**config.mk**
```make
export PLATFORM = sky130hd
export DESIGN_NAME = clgb_blocks
export DESIGN_NICKNAME = d
export VERILOG_FILES = /design/src/include/clgb_pkg.sv /design/src/hdl/clgb_gate4.sv /design/src/hdl/clgb_time.sv /design/src/hdl/clgb_blocks.sv
export VERILOG_INCLUDE_DIRS = /design/src /design/src/include
export SDC_FILE = /design/constraint.sdc
export NUM_CORES = 1
export LEC_CHECK = 0
export CORE_UTILIZATION = 29
export DETAILED_ROUTE_END_ITERATION = 10
export DONT_BUFFER_PORTS = 1
export GPL_TIMING_DRIVEN = 0
export PLACE_DENSITY = 0.5
export SLEW_MARGIN = 20
export SYNTH_ARGS = -nofsm -noshare
export SYNTH_HDL_FRONTEND = slang
export SYNTH_SLANG_ARGS = --single-unit
```
**constraint.sdc**
```tcl
create_clock -name CLK -period 16.1 [get_ports CLK]
set_input_delay 2.415 -clock CLK [delete_from_list [all_inputs] [get_ports CLK]]
set_output_delay 2.415 -clock CLK [all_outputs]
set_load 0.01 [all_outputs]
```
**src/include/clgb_defs.svh**
```systemverilog
// timing and field constants for the logic gate blocks
`ifndef CLGB_DEFS_SVH
`define CLGB_DEFS_SVH
`define CLGB_CLK_NS 25
`define CLGB_SCAN_NS 1000
`define CLGB_STEP_NS 10000000
`define CLGB_SCAN_CYC ((`CLGB_SCAN_NS + `CLGB_CLK_NS - 1) / `CLGB_CLK_NS)
`define CLGB_TB_SEC 2'h0
`define CLGB_TB_MIN 2'h1
`define CLGB_TB_HR 2'h2
`define CLGB_TB_10MS 2'h3
`define CLGB_HUND_PER_SEC 16'h0064
`define CLGB_SEC_PER_MIN 16'h003c
`define CLGB_MIN_PER_HR 16'h003c
`endif

```
**src/include/clgb_pkg.sv**
```systemverilog
// types for the logic gate blocks
package clgb_pkg;
   typedef enum logic [1:0] {
      CLGB_TB_SEC_E,
      CLGB_TB_MIN_E,
      CLGB_TB_HR_E,
      CLGB_TB_10MS_E
   } clgb_timebase_t;
   typedef enum {
      CLGB_SW_IDLE,
      CLGB_SW_RUN,
      CLGB_SW_LAP
   } clgb_sw_state_t;
endpackage

```
**src/hdl/clgb_gate4.sv**
```systemverilog
// four-input gate evaluation with input inversion and unused defaults
`timescale 1ns/1ps
module clgb_gate4 (
   input wire logic [3:0] in_val,
   input wire logic [3:0] in_used,
   input wire logic [3:0] in_inv,
   input wire logic unused_one,
   output logic all_one,
   output logic any_one
);
   logic [3:0] eff;
   always_comb begin
      for (int i = 0; i < 4; i++) begin
         if (in_used[i]) begin
            eff[i] = in_val[i] ^ in_inv[i];
         end else begin
            eff[i] = unused_one;
         end
      end
      all_one = &eff;
      any_one = |eff;
   end
endmodule

```
**src/hdl/clgb_time.sv**
```systemverilog
// time parameter to hundredths of a second conversion
`timescale 1ns/1ps
`include "clgb_defs.svh"
module clgb_time (
   input wire logic [1:0] timebase,
   input wire logic [15:0] major,
   input wire logic [15:0] minor,
   output logic [31:0] hundredths
);
   logic [31:0] secs;
   always_comb begin
      secs = 32'h0;
      hundredths = 32'h0;
      case (timebase)
         `CLGB_TB_SEC: begin
            hundredths = {16'h0, major} * {16'h0, `CLGB_HUND_PER_SEC}
               + {16'h0, minor};
         end
         `CLGB_TB_MIN: begin
            secs = {16'h0, major} * {16'h0, `CLGB_SEC_PER_MIN}
               + {16'h0, minor};
            hundredths = 32'(secs * {16'h0, `CLGB_HUND_PER_SEC});
         end
         `CLGB_TB_HR: begin
            secs = ({16'h0, major} * {16'h0, `CLGB_MIN_PER_HR}
               + {16'h0, minor}) * {16'h0, `CLGB_SEC_PER_MIN};
            hundredths = 32'(secs * {16'h0, `CLGB_HUND_PER_SEC});
         end
         default: begin
            hundredths = {16'h0, minor}; // 10 ms steps
         end
      endcase
   end
endmodule

```
**src/hdl/clgb_blocks.sv**
```systemverilog
// scan-cycle gate library with special-function input conventions
// What this block does
// - Each basic gate input can be inverted individually.
// - AND outputs 1 only when all inputs are 1.
// - Edge AND: 1 when all inputs 1 now, some input 0 before.
// - Unused inputs of AND and NAND kinds read as 1.
// - NAND outputs 0 only when all inputs are 1.
// - Edge NAND: 1 when some input 0 now, all inputs 1 before.
// - OR outputs 1 when any input is 1.
// - Unused inputs of OR, NOR, XOR read as 0.
// - NOR outputs 1 only when all inputs are 0.
// - XOR of two inputs is 1 when they differ.
// - NOT outputs the complement of its input.
// - Set input drives the special block output to 1.
// - Reset input overrides everything and clears outputs.
// - Enable low makes the special block ignore other inputs except reset and reset-all.
// - Invert input inverts the special block output.
// - Reset-all clears all internal values of the block.
// - Lap input pauses the stopwatch.
// - Unused special block logic inputs read as 0.
// - Time parameter read as s:1/100, m:s or h:m per timebase.
// - Stopwatch also offers a 10 ms timebase.
`timescale 1ns/1ps
`include "clgb_defs.svh"
module clgb_blocks (
   input wire logic CLK,
   input wire logic RESET,
   input wire logic [3:0] AND_IN,
   input wire logic [3:0] AND_USED,
   input wire logic [3:0] AND_INV,
   input wire logic [3:0] NAND_IN,
   input wire logic [3:0] NAND_USED,
   input wire logic [3:0] NAND_INV,
   input wire logic [3:0] OR_IN,
   input wire logic [3:0] OR_USED,
   input wire logic [3:0] OR_INV,
   input wire logic [3:0] NOR_IN,
   input wire logic [3:0] NOR_USED,
   input wire logic [3:0] NOR_INV,
   input wire logic [1:0] XOR_IN,
   input wire logic [1:0] XOR_USED,
   input wire logic [1:0] XOR_INV,
   input wire logic NOT_IN,
   input wire logic NOT_INV,
   input wire logic SFB_SET,
   input wire logic SFB_SET_USED,
   input wire logic SFB_RST,
   input wire logic SFB_RST_USED,
   input wire logic SFB_EN,
   input wire logic SFB_EN_USED,
   input wire logic SFB_INVOUT,
   input wire logic SFB_INVOUT_USED,
   input wire logic SFB_RALL,
   input wire logic SFB_RALL_USED,
   input wire logic SFB_LAP,
   input wire logic SFB_LAP_USED,
   input wire logic SFB_START,
   input wire logic SFB_START_USED,
   input wire logic [1:0] SW_TIMEBASE,
   input wire logic [15:0] PAR_MAJOR,
   input wire logic [15:0] PAR_MINOR,
   output logic SCAN_TICK,
   output logic AND_Q,
   output logic AND_EDGE_Q,
   output logic NAND_Q,
   output logic NAND_EDGE_Q,
   output logic OR_Q,
   output logic NOR_Q,
   output logic XOR_Q,
   output logic NOT_Q,
   output logic SFB_Q,
   output logic [31:0] SW_ELAPSED,
   output logic [31:0] PAR_HUNDREDTHS,
   output logic SW_RUNNING,
   output logic SW_PAUSED
);
   localparam int SCAN_CYC = `CLGB_SCAN_CYC;
   localparam int TICK10_CYC =
      (`CLGB_STEP_NS + `CLGB_CLK_NS - 1) / `CLGB_CLK_NS;

   logic [15:0] scan_cnt;
   logic scan;
   logic [31:0] tick_cnt;
   logic tick10;
   logic and_all, nand_all;
   logic or_any, nor_any;
   logic and_prev_all, nand_prev_all;
   logic [1:0] xor_eff;
   logic set_l, rst_l, en_l, inv_l, rall_l, lap_l, start_l;
   logic sfb_core;
   logic [31:0] sw_count;
   logic [31:0] par_val;
   clgb_pkg::clgb_sw_state_t sw_state, next_sw_state;

   function automatic logic sfb_in(input logic v, input logic used);
      sfb_in = used ? v : 1'b0;
   endfunction

   clgb_gate4 u_and (
      .in_val(AND_IN), .in_used(AND_USED), .in_inv(AND_INV),
      .unused_one(1'b1), .all_one(and_all), .any_one());
   clgb_gate4 u_nand (
      .in_val(NAND_IN), .in_used(NAND_USED), .in_inv(NAND_INV),
      .unused_one(1'b1), .all_one(nand_all), .any_one());
   clgb_gate4 u_or (
      .in_val(OR_IN), .in_used(OR_USED), .in_inv(OR_INV),
      .unused_one(1'b0), .all_one(), .any_one(or_any));
   clgb_gate4 u_nor (
      .in_val(NOR_IN), .in_used(NOR_USED), .in_inv(NOR_INV),
      .unused_one(1'b0), .all_one(), .any_one(nor_any));
   clgb_time u_time (
      .timebase(SW_TIMEBASE), .major(PAR_MAJOR), .minor(PAR_MINOR),
      .hundredths(par_val));

   always_comb begin
      for (int i = 0; i < 2; i++) begin
         xor_eff[i] = XOR_USED[i] ? (XOR_IN[i] ^ XOR_INV[i]) : 1'b0;
      end
   end

   assign set_l = sfb_in(SFB_SET, SFB_SET_USED);
   assign rst_l = sfb_in(SFB_RST, SFB_RST_USED);
   assign en_l = sfb_in(SFB_EN, SFB_EN_USED);
   assign inv_l = sfb_in(SFB_INVOUT, SFB_INVOUT_USED);
   assign rall_l = sfb_in(SFB_RALL, SFB_RALL_USED);
   assign lap_l = sfb_in(SFB_LAP, SFB_LAP_USED);
   assign start_l = sfb_in(SFB_START, SFB_START_USED);
   assign scan = (scan_cnt == 16'(SCAN_CYC - 1));
   assign SCAN_TICK = scan;

   // scan cycle pacing
   always_ff @(posedge CLK) begin
      if (RESET || scan) begin
         scan_cnt <= 16'h0;
      end else begin
         scan_cnt <= scan_cnt + 16'h1;
      end
   end

   // 10 ms stopwatch time step
   always_ff @(posedge CLK) begin
      if (RESET || tick_cnt == 32'(TICK10_CYC - 1)) begin
         tick_cnt <= 32'h0;
      end else begin
         tick_cnt <= tick_cnt + 32'h1;
      end
   end
   assign tick10 = (tick_cnt == 32'(TICK10_CYC - 1));

   // basic gates, sampled once per scan
   always_ff @(posedge CLK) begin
      if (RESET) begin
         AND_Q <= 1'b0;
         NAND_Q <= 1'b1;
         OR_Q <= 1'b0;
         NOR_Q <= 1'b1;
         XOR_Q <= 1'b0;
         NOT_Q <= 1'b1;
      end else if (scan) begin
         AND_Q <= and_all;
         NAND_Q <= ~nand_all;
         OR_Q <= or_any;
         NOR_Q <= ~nor_any;
         XOR_Q <= xor_eff[0] ^ xor_eff[1];
         NOT_Q <= ~(NOT_IN ^ NOT_INV);
      end
   end

   // edge gates with previous-scan memory
   always_ff @(posedge CLK) begin
      if (RESET) begin
         and_prev_all <= 1'b1;
         nand_prev_all <= 1'b0;
         AND_EDGE_Q <= 1'b0;
         NAND_EDGE_Q <= 1'b0;
      end else if (scan) begin
         and_prev_all <= and_all;
         nand_prev_all <= nand_all;
         AND_EDGE_Q <= and_all & ~and_prev_all;
         NAND_EDGE_Q <= ~nand_all & nand_prev_all;
      end
   end

   // special function latch with output invert
   always_ff @(posedge CLK) begin
      if (RESET) begin
         sfb_core <= 1'b0;
      end else if (scan) begin
         if (rst_l || rall_l) begin
            sfb_core <= 1'b0;
         end else if (en_l && set_l) begin
            sfb_core <= 1'b1;
         end
      end
   end

   always_ff @(posedge CLK) begin
      if (RESET) begin
         SFB_Q <= 1'b0;
      end else if (scan) begin
         if (rst_l || rall_l) begin
            SFB_Q <= 1'b0;
         end else if (en_l) begin
            SFB_Q <= (set_l | sfb_core) ^ inv_l;
         end
      end
   end

   // stopwatch control
   always_comb begin
      next_sw_state = sw_state;
      case (sw_state)
         clgb_pkg::CLGB_SW_IDLE: begin
            if (start_l) begin
               next_sw_state = clgb_pkg::CLGB_SW_RUN;
            end
         end
         clgb_pkg::CLGB_SW_RUN: begin
            if (lap_l) begin
               next_sw_state = clgb_pkg::CLGB_SW_LAP;
            end else if (!start_l) begin
               next_sw_state = clgb_pkg::CLGB_SW_IDLE;
            end
         end
         clgb_pkg::CLGB_SW_LAP: begin
            if (!lap_l) begin
               next_sw_state = start_l ? clgb_pkg::CLGB_SW_RUN
                                       : clgb_pkg::CLGB_SW_IDLE;
            end
         end
         default: begin
            next_sw_state = clgb_pkg::CLGB_SW_IDLE;
         end
      endcase
      if (rst_l || rall_l) begin
         next_sw_state = clgb_pkg::CLGB_SW_IDLE;
      end else if (!en_l) begin
         next_sw_state = sw_state;
      end
   end

   always_ff @(posedge CLK) begin
      if (RESET) begin
         sw_state <= clgb_pkg::CLGB_SW_IDLE;
      end else if (scan) begin
         sw_state <= next_sw_state;
      end
   end

   // elapsed time in 10 ms units
   always_ff @(posedge CLK) begin
      if (RESET) begin
         sw_count <= 32'h0;
      end else if (scan && (rst_l || rall_l)) begin
         sw_count <= 32'h0;
      end else if (tick10 && sw_state == clgb_pkg::CLGB_SW_RUN) begin
         sw_count <= sw_count + 32'h1;
      end
   end

   always_ff @(posedge CLK) begin
      if (RESET) begin
         SW_ELAPSED <= 32'h0;
         PAR_HUNDREDTHS <= 32'h0;
         SW_RUNNING <= 1'b0;
         SW_PAUSED <= 1'b0;
      end else begin
         if (sw_state != clgb_pkg::CLGB_SW_LAP) begin
            SW_ELAPSED <= sw_count; // frozen during lap
         end
         PAR_HUNDREDTHS <= par_val;
         SW_RUNNING <= (sw_state == clgb_pkg::CLGB_SW_RUN);
         SW_PAUSED <= (sw_state == clgb_pkg::CLGB_SW_LAP);
      end
   end
endmodule

```
## Word-level counts from Yosys, hierarchy flattened

Cells that the tools add are included.

| storage, ports and cells | value |
|---|---|
| bits in registers | 190 |
| output and inout bits | 76 |

| cells by class | value |
|---|---|
| eq/ne operators | 12 |
| add/sub/neg operators | 5 |
| bitwise gates (word level) | 28 |
| multipliers | 5 |
| muxes and demuxes | 38 |
| reductions and logical operators | 18 |

Operators with widths:

| cell | count |
|---|---|
| $mux W32 | 6 |
| $pmux W32 S3 | 2 |
| $add A32 B1 Y32 const B | 2 |
| $eq A32 B2 Y1 const B | 2 |
| $eq A32 B1 Y1 const B | 1 |
| $eq A32 B19 Y1 const B | 1 |
| $eq A32 B3 Y1 const B | 1 |
| $logic_not A32 Y1 | 1 |
| $mul A32 B4 Y30 const B | 1 |
| $mul A32 B5 Y30 const B | 1 |
| $ne A32 B3 Y1 const B | 1 |
| $mul A30 B5 Y28 const B | 1 |
| $mux W1 | 30 |
| $add A23 B16 Y24 | 1 |
| $add A22 B16 Y23 | 1 |
| $mul A16 B5 Y21 const B | 1 |
| $xor A1 B1 Y1 | 21 |
| $mul A16 B4 Y20 const B | 1 |
| $add A16 B1 Y16 const B | 1 |
| $eq A16 B6 Y1 const B | 1 |
| $reduce_and A4 Y1 | 2 |
| $reduce_or A4 Y1 | 2 |
| $ne A3 B3 Y1 const B | 2 |
| $reduce_and A5 Y1 | 1 |
| 12 further kinds | 22 |

## Longest topological paths before layout

Gate-level depths: netlist of run 1.

| logic depth | value |
|---|---|
| word-level depth | 6 |
| gate-level depth with buffers | 46 |
| mapped depth without buffers | 46 |

## Hierarchy

Synthesis of run 1 repeated with hierarchy kept, for this count alone.

| unflattened totals | value |
|---|---|
| cells, all modules | 2221 |
| area, all modules | 18716.7 µm² |

By module, submodules not included:

| module | cells each | area an instance (µm²) | times used | seq. area each (µm²) |
|---|---|---|---|---|
| clgb_time | 1447 | 12024.0 | 1 | 0.0 |
| clgb_blocks | 734 | 6342.3 | 1 | 3203.1 |
| clgb_gate4 | 10 | 87.6 | 4 | 0.0 |

## Worst setup path after synthesis of run 1

Ideal clock, no wire load.

| timing | value |
|---|---|
| path type | input-to-reg |
| start | in PAR_MAJOR[0] |
| end | reg PAR_HUNDREDTHS[31] |
| stages | 45 |
| data arrival time | 11.760 ns |
| slack | 4.214 ns |
| path buffers | 0 |
| cell sequence | fa_1 inv_1 fa_1 inv_1 ha_1 a21o_1 a21oi_1 o21bai_1 and2_1 nor2_1 xnor2_1 ha_1 or3_1 or3_1 o21ai_1 nor2_1 xnor2_1 inv_1 (+9 left out) o21bai_1 a21oi_1 xnor2_1 ha_1 ha_1 inv_1 fa_1 inv_1 ha_1 a211oi_1 nor2b_1 a21oi_1 o21ai_0 o31ai_1 a31oi_1 nor3_1 o22ai_1 nor3b_1 |

| between the ends | value |
|---|---|
| longest elaborated chain between the ends | 5 |
| elaborated cells on any way between the ends | 6 |
| classes of those cells | 1 x add/sub; 4 x mul; 1 x mux |

Ends and longest elaborated chain:

| element | RTL line | text |
|---|---|---|
| start, declared | clgb_blocks.sv:60 | `input wire logic [15:0] PAR_MAJOR,` |
| $mul A16 B4 Y20 (*) | clgb_time.sv:20, clgb_time.sv:25 |  |
| $add A22 B16 Y23 (*) | clgb_time.sv:20, clgb_time.sv:25 |  |
| $mul A32 B4 Y30 | clgb_time.sv:25 | `` secs = ({16'h0, major} * {16'h0, `CLGB_MIN_PER_HR} `` |
| $mul A30 B5 Y28 | clgb_time.sv:27 | `` hundredths = 32'(secs * {16'h0, `CLGB_HUND_PER_SEC}); `` |
| $pmux W32 S3 (*) | clgb_time.sv:14 | `case (timebase)` |
| end signal, assigned | clgb_blocks.sv:271 | `PAR_HUNDREDTHS <= par_val;` |
| end, declared | clgb_blocks.sv:73 | `output logic [31:0] PAR_HUNDREDTHS,` |

Every way passes the cells marked *; elsewhere a longest branch is shown, timed or not.
A chain may end at the register's enable or synchronous reset.

## Worst setup path in the final report of run 1

Same ends and word-level chain as after synthesis.

==> results of run 1 <==
[final timing paths]
check                     from                 end  depth (start not counted)
hold / removal     scan_cnt[0]         scan_cnt[0]                          1
setup / recovery  PAR_MAJOR[0]  PAR_HUNDREDTHS[31]                         43
setup reg to reg   tick_cnt[0]        sw_count[28]                         10
hold reg to reg    scan_cnt[0]         scan_cnt[0]                          1
[per-stage QoR]
step,hold slack (ps),worst slack [ps]
CTS,459,3160
floorplan,418,4210
global route,476,2460
global placement,433,2760
finish,457,3040
detailed placement,443,2660
[cell type report]
| class | instances | share of cell area |
|---|---|---|
| Tap cell | 846 | 0.0523 |
| Buffer | 47 | 0.00915 |
| Inverter | 294 | 0.0545 |
| Clock inverter | 15 | 0.0103 |
| Multi-Input combinational cell | 1719 | 0.694 |
| Clock buffer | 17 | 0.0210 |
| Sequential cell | 160 | 0.158 |
[kinds of logic after synthesis]
group / count (synthesis) / share of synthesized area
flops: 160 / 0.173
fa+ha+maj: 389 / 0.309
simple gates: 643 / 0.171
xor+xnor: 226 / 0.111
compound gates: 447 / 0.157
mux: 14 / 0.0103
buf+inv: 341 / 0.0694
[per-layer routing]
layer	part of all wire	GRT usage	vias to the layer above
met5	0.00016	0	-
met4	0.025	0.0530	2
met3	0.059	0.0353	65
met2	0.47	0.265	344
met1	0.44	0.187	7216
li1	-	-	7633
[critical path, delay by kind of cell]
family / cells / cell delay (ps)
fa+ha+maj: 10 / 3820
compound gates: 13 / 3310
simple gates: 9 / 1920
xor+xnor: 5 / 1340
buf+inv: 6 / 570
[cell usage in the layout (no fill, tap or decap), types with 24 or more instances in the layout]
cell type,netlist,layout
dfxtp_1,160,160
o21a_1,25,25
o21ai_0,63,63
nor2_1,182,182
nor2b_1,24,24
or3_1,29,29
a211oi_1,28,28
inv_1,290,290
nand3_1,60,60
a21o_1,41,41
nand4_1,29,29
xnor2_1,124,124
ha_1,272,272
nand2_1,162,162
a21oi_1,151,151
xor2_1,95,95
clkbuf_1,42,41
fa_1,115,115
nor3_1,37,37
[sequential cells by signal (all words and copies together) (netlist names), 2 cells and up]
| name | cells |
|---|---|
| PAR_HUNDREDTHS | 32 |
| SW_ELAPSED | 32 |
| sw_count | 32 |
| tick_cnt | 32 |
| scan_cnt | 16 |
| sw_state | 2 |
[synthesized netlist by cell type (4+ instances only)]
library cell  instances  area share
nor2_1              182       0.037
a22oi_1              10      0.0040
and3_1               22      0.0074
mux4_2                4      0.0049
a21o_1               41       0.017
a31oi_1              16      0.0054
nor2b_1              24      0.0081
nor3_1               37       0.010
nor4_1               14      0.0047
o211a_1               4      0.0022
nand3b_1              4      0.0016
ha_1                272        0.18
xnor2_1             124       0.059
a211oi_1             28       0.011
and2_1               11      0.0037
o31ai_1               7      0.0028
a221oi_1              6      0.0028
clkbuf_1             42      0.0085
xor2_1               95       0.045
nand3_1              60       0.016
o21ai_1               7      0.0019
buf_1                 4     0.00081
mux2i_1               9      0.0049
o21ai_0              63       0.017
nor3b_1               7      0.0028
a311oi_1              4      0.0019
o211ai_1              8      0.0032
inv_1               290       0.059
or2_2                10      0.0034
a21boi_0              4      0.0016
fa_1                115        0.12
o22ai_1              12      0.0040
nand2b_1             17      0.0057
nand4_1              29      0.0098
dfxtp_1             160        0.17
o31a_1                6      0.0028
nand2_1             162       0.033
o21bai_1             13      0.0053
and4_1               10      0.0047
o21a_1               25       0.010
a21oi_1             151       0.041
or3_1                29      0.0098
==> results.yml, run 1 <==
place:
  placed_area_mm2: 0.0196
  gp_congestion: 0.853
  place_hpwl_mm: 41.9
  dp_cells: 3066
  port_buffers: 0
clock_network:
  numCtsBuffers: 17
  cts_hold_buf: 0
  cts_sinks: 160
  max-clock-path-buffers: 2
  path_clk_slew_ps: 70
  clock_latency_ps: 480
  cts_tree: "done"
  cts_resized: 0
  root_buffer: "clkbuf_16"
  post_cts_buffers: 0
  htree_levels: 4
critical_path:
  cpPeakStageDelay_ps: 570
  worstSetupPathType: "input port to register"
  ff2ff_setup_slack_ps: 13090
  critPathArrivalTime_ps: 13400
  cpMaxStageDelayCell: "or4_1"
  crit_fanout: 6
  required_ps: 16440
  cp-end-kind: "register"
  startpoint_type: "input port"
route:
  dr.pass1.iters: 5
  avgViaCountPerCell: 4.93
  dr_total_vias: 15300
  ant_nets: 0
  drtIter0Drc: 686
  routed_wl_mm: 49.9
  wl_per_cell_um: 16.1
  drc: 0
floorplan:
  die_h_um: 255
  rows: 92
  io_pins: 182
  dieArea_mm2: 0.0650
  fp.dieW_um: 255
  initial_core_util: 0.294
  coreArea_mm2: 0.0631
sta:
  setup-tns-final_ps: 0
  setup_viol: 0
  relSlewSlack: 0.292
  fin_skew_ps: 19.5
  worst_pin_slew_ps: 1060
  min_period_ps: 13060
  drv_slew: 0
  fmax_mhz: 76.6
  hold_violations: 0
  min_period_over_period: 0.811
  grt_setup_unrepaired: "no"
synthesis:
  synthCells: 2220
  ys_async_sr_fraction: 0
  yosysSeqAreaShare: 0.173
  avgSynthCellArea_um2: 8.36
  ys.warnings.count: 0
  syn-cell-area_mm2: 0.0186
  synth_top_flop_cell: "dfxtp_1"
  synthDistinctLibCells: 95
  synth_seq_cells: 160
  synth-edff-count: 0
  syn_nets: 2713
final_layout:
  fillers: 6738
  final_nets: 2732
  multi_input_area_mm2: 0.0141
  final_area_mm2: 0.0202
  synthToLayoutAreaGrowth_pct: 9.13
  regArea_mm2: 0.00320
  drive_gt1_frac: 0.0395
  diodes: 0
  fin_cells: 3098
  utilization: 0.321
global_route:
  gr-total-overflow: 0
  antenna_found_initial: 1
  grt_usage: 0.154
  grt_pass1_wl_mm: 78.0
  grt_max_degree: 21
  grt_pass1_vias: 15100
job:
  drv_cap: 0
outcome:
  outcome: "finished clean"
worst_hold_path:
  hp-class: "register to register"
Power of run 1 is not shown: default switching activity piles up to over one toggle a cycle in this logic, so the estimate is an artifact.
==> run 2, diff against run 1 <==
Clock period 16.1 ns to 12.3 ns, I/O delays scaled along.
==> run 2 against run 1 <==
Net effect:
- via count barely moved
- flip-flop and latch count did not move
- setup slack got worse by 2500 ps
- worst hold slack barely moved
- clock-buffer cell count did not move
- critical path depth fell by 3
- routed wire length barely moved
- highest routed layer unchanged
- core utilization rose by 0.19 points
- critical path type unchanged
- global-route usage barely moved
- largest cell class unchanged
==> results.yml, run 2 (synthesis results as in run 1) <==
sta:
  setup_viol: 0
  grt_setup_unrepaired: "no"
  min_period_over_period: 0.954
  fmax_mhz: 85.2
  min_period_ps: 11740
  drv_slew: 0
  hold_violations: 0
  worst_slack_ps: 562
  fin_skew_ps: 19.5
  worst_pin_slew_ps: 1050
  relSlewSlack: 0.300
  setup-tns-final_ps: 0
route:
  wl_per_cell_um: 16.1
  ant_nets: 0
  dr.pass1.iters: 5
  drtIter0Drc: 702
  avgViaCountPerCell: 4.92
  routed_wl_mm: 50.0
  dr_total_vias: 15300
  drc: 0
clock_network:
  cts_tree: "done"
  path_clk_slew_ps: 70
  numCtsBuffers: 17
  max-clock-path-buffers: 2
  cts_sinks: 160
  htree_levels: 4
  clock_latency_ps: 480
  root_buffer: "clkbuf_16"
global_route:
  grt_usage: 0.154
  gr-total-overflow: 0
  antenna_found_initial: 1
  grt_pass1_vias: 15100
  grt_max_degree: 21
  grt_pass1_wl_mm: 78.0
place:
  gp_congestion: 0.853
  port_buffers: 0
  dp_worst_setup_slack_ps: -573
  place_hpwl_mm: 41.9
floorplan:
  fp.dieW_um: 255
  io_pins: 182
  initial_core_util: 0.294
  rows: 92
  die_h_um: 255
  coreArea_mm2: 0.0631
  dieArea_mm2: 0.0650
worst_hold_path:
  hp-class: "register to register"
  hold_depth: 1
final_layout:
  synthToLayoutAreaGrowth_pct: 9.78
  utilization: 0.323
  mostFrequentLayoutCells: "inv_1, ha_1, nor2_1"
  diodes: 0
  drive_gt1_frac: 0.0452
  final_common_cell: "inv_1"
  final_nets: 2738
critical_path:
  cpMaxStageDelayCell: "fa_1"
  timing.critical_path.mode_cell: "ha_1"
  startpoint_type: "input port"
  critPathArrivalTime_ps: 12080
  cpPeakStageDelay_ps: 520
  reg2regPathDepth: 10
  cp-endpoint: "PAR_HUNDREDTHS[31]"
  ff2ff_setup_slack_ps: 9300
  worstReg2RegStart: "tick_cnt[0]"
  crit_path_start: "PAR_MAJOR[6]"
  rr_endpoint: "sw_count[28]"
  worstSetupPathType: "input port to register"
  crit_fanout: 9
  cp-end-kind: "register"
  required_ps: 12640
outcome:
  outcome: "finished clean"
job:
  drv_cap: 0
-- run 2: worst min path at each step --
stage / to / slack (ps) / start
3_5_place_dp: scan_cnt[0] / 440 / scan_cnt[0]
6_report: scan_cnt[0] / 460 / scan_cnt[0]
3_3_place_gp: scan_cnt[0] / 430 / scan_cnt[0]
4_1_cts: scan_cnt[0] / 460 / scan_cnt[0]
5_1_grt: nand_prev_all / 480 / nand_prev_all
2_1_floorplan: scan_cnt[0] / 420 / scan_cnt[0]
-- run 2: layout make-up --
| class | count | area (um^2) |
|---|---|---|
| fill | 6728 | 42700 |
| multi-input combinational | 1719 | 14100 |
| sequential | 160 | 3200 |
| inverter | 294 | 1100 |
| tap | 846 | 1060 |
| clock buffer | 17 | 425 |
| clock inverter | 15 | 209 |
| buffer | 47 | 185 |
| timing repair buffer | 6 | 45.0 |
-- run 2: per-stage QoR --
| step | area, um^2 | hold slack, ps | std cells |
|---|---|---|---|
| finish | 20400 | 457 | 3104 |
| global route | 20400 | 476 | 3104 |
| CTS | 20300 | 459 | 3098 |
| detailed placement | 19600 | 443 | 3066 |
| global placement | 19600 | 433 | 3066 |
| floorplan | 18600 | 418 | 2220 |
-- run 2: metal layers --
metal | global-route usage | vias up | share of wire
met4 | 0.0530 | 2 | 0.025
met3 | 0.0353 | 64 | 0.057
met5 | 0 | - | 0.00016
li1 | - | 7645 | -
met1 | 0.187 | 7216 | 0.44
met2 | 0.265 | 335 | 0.48
-- run 2: worst max-delay path, delay by kind of cell --
kind,cells,cell delay [ps]
and+or+nand+nor,10,2090
xor gates and xnor gates,4,1090
AOI/OAI and AO/OA,8,1680
buffers and inverters,7,1210
adders and majority gates,10,3880
muxes,1,290
-- run 2: timing repair --
item                       in CTS  in global routing
pin swaps                       0                  3
gates resized for setup         2                  9
cloned                          0                  0
setup endpoints to repair       2                  4
buffers inserted                0                  6
hold buffers                    0                  0
Power of run 2 is left out for the same reason.
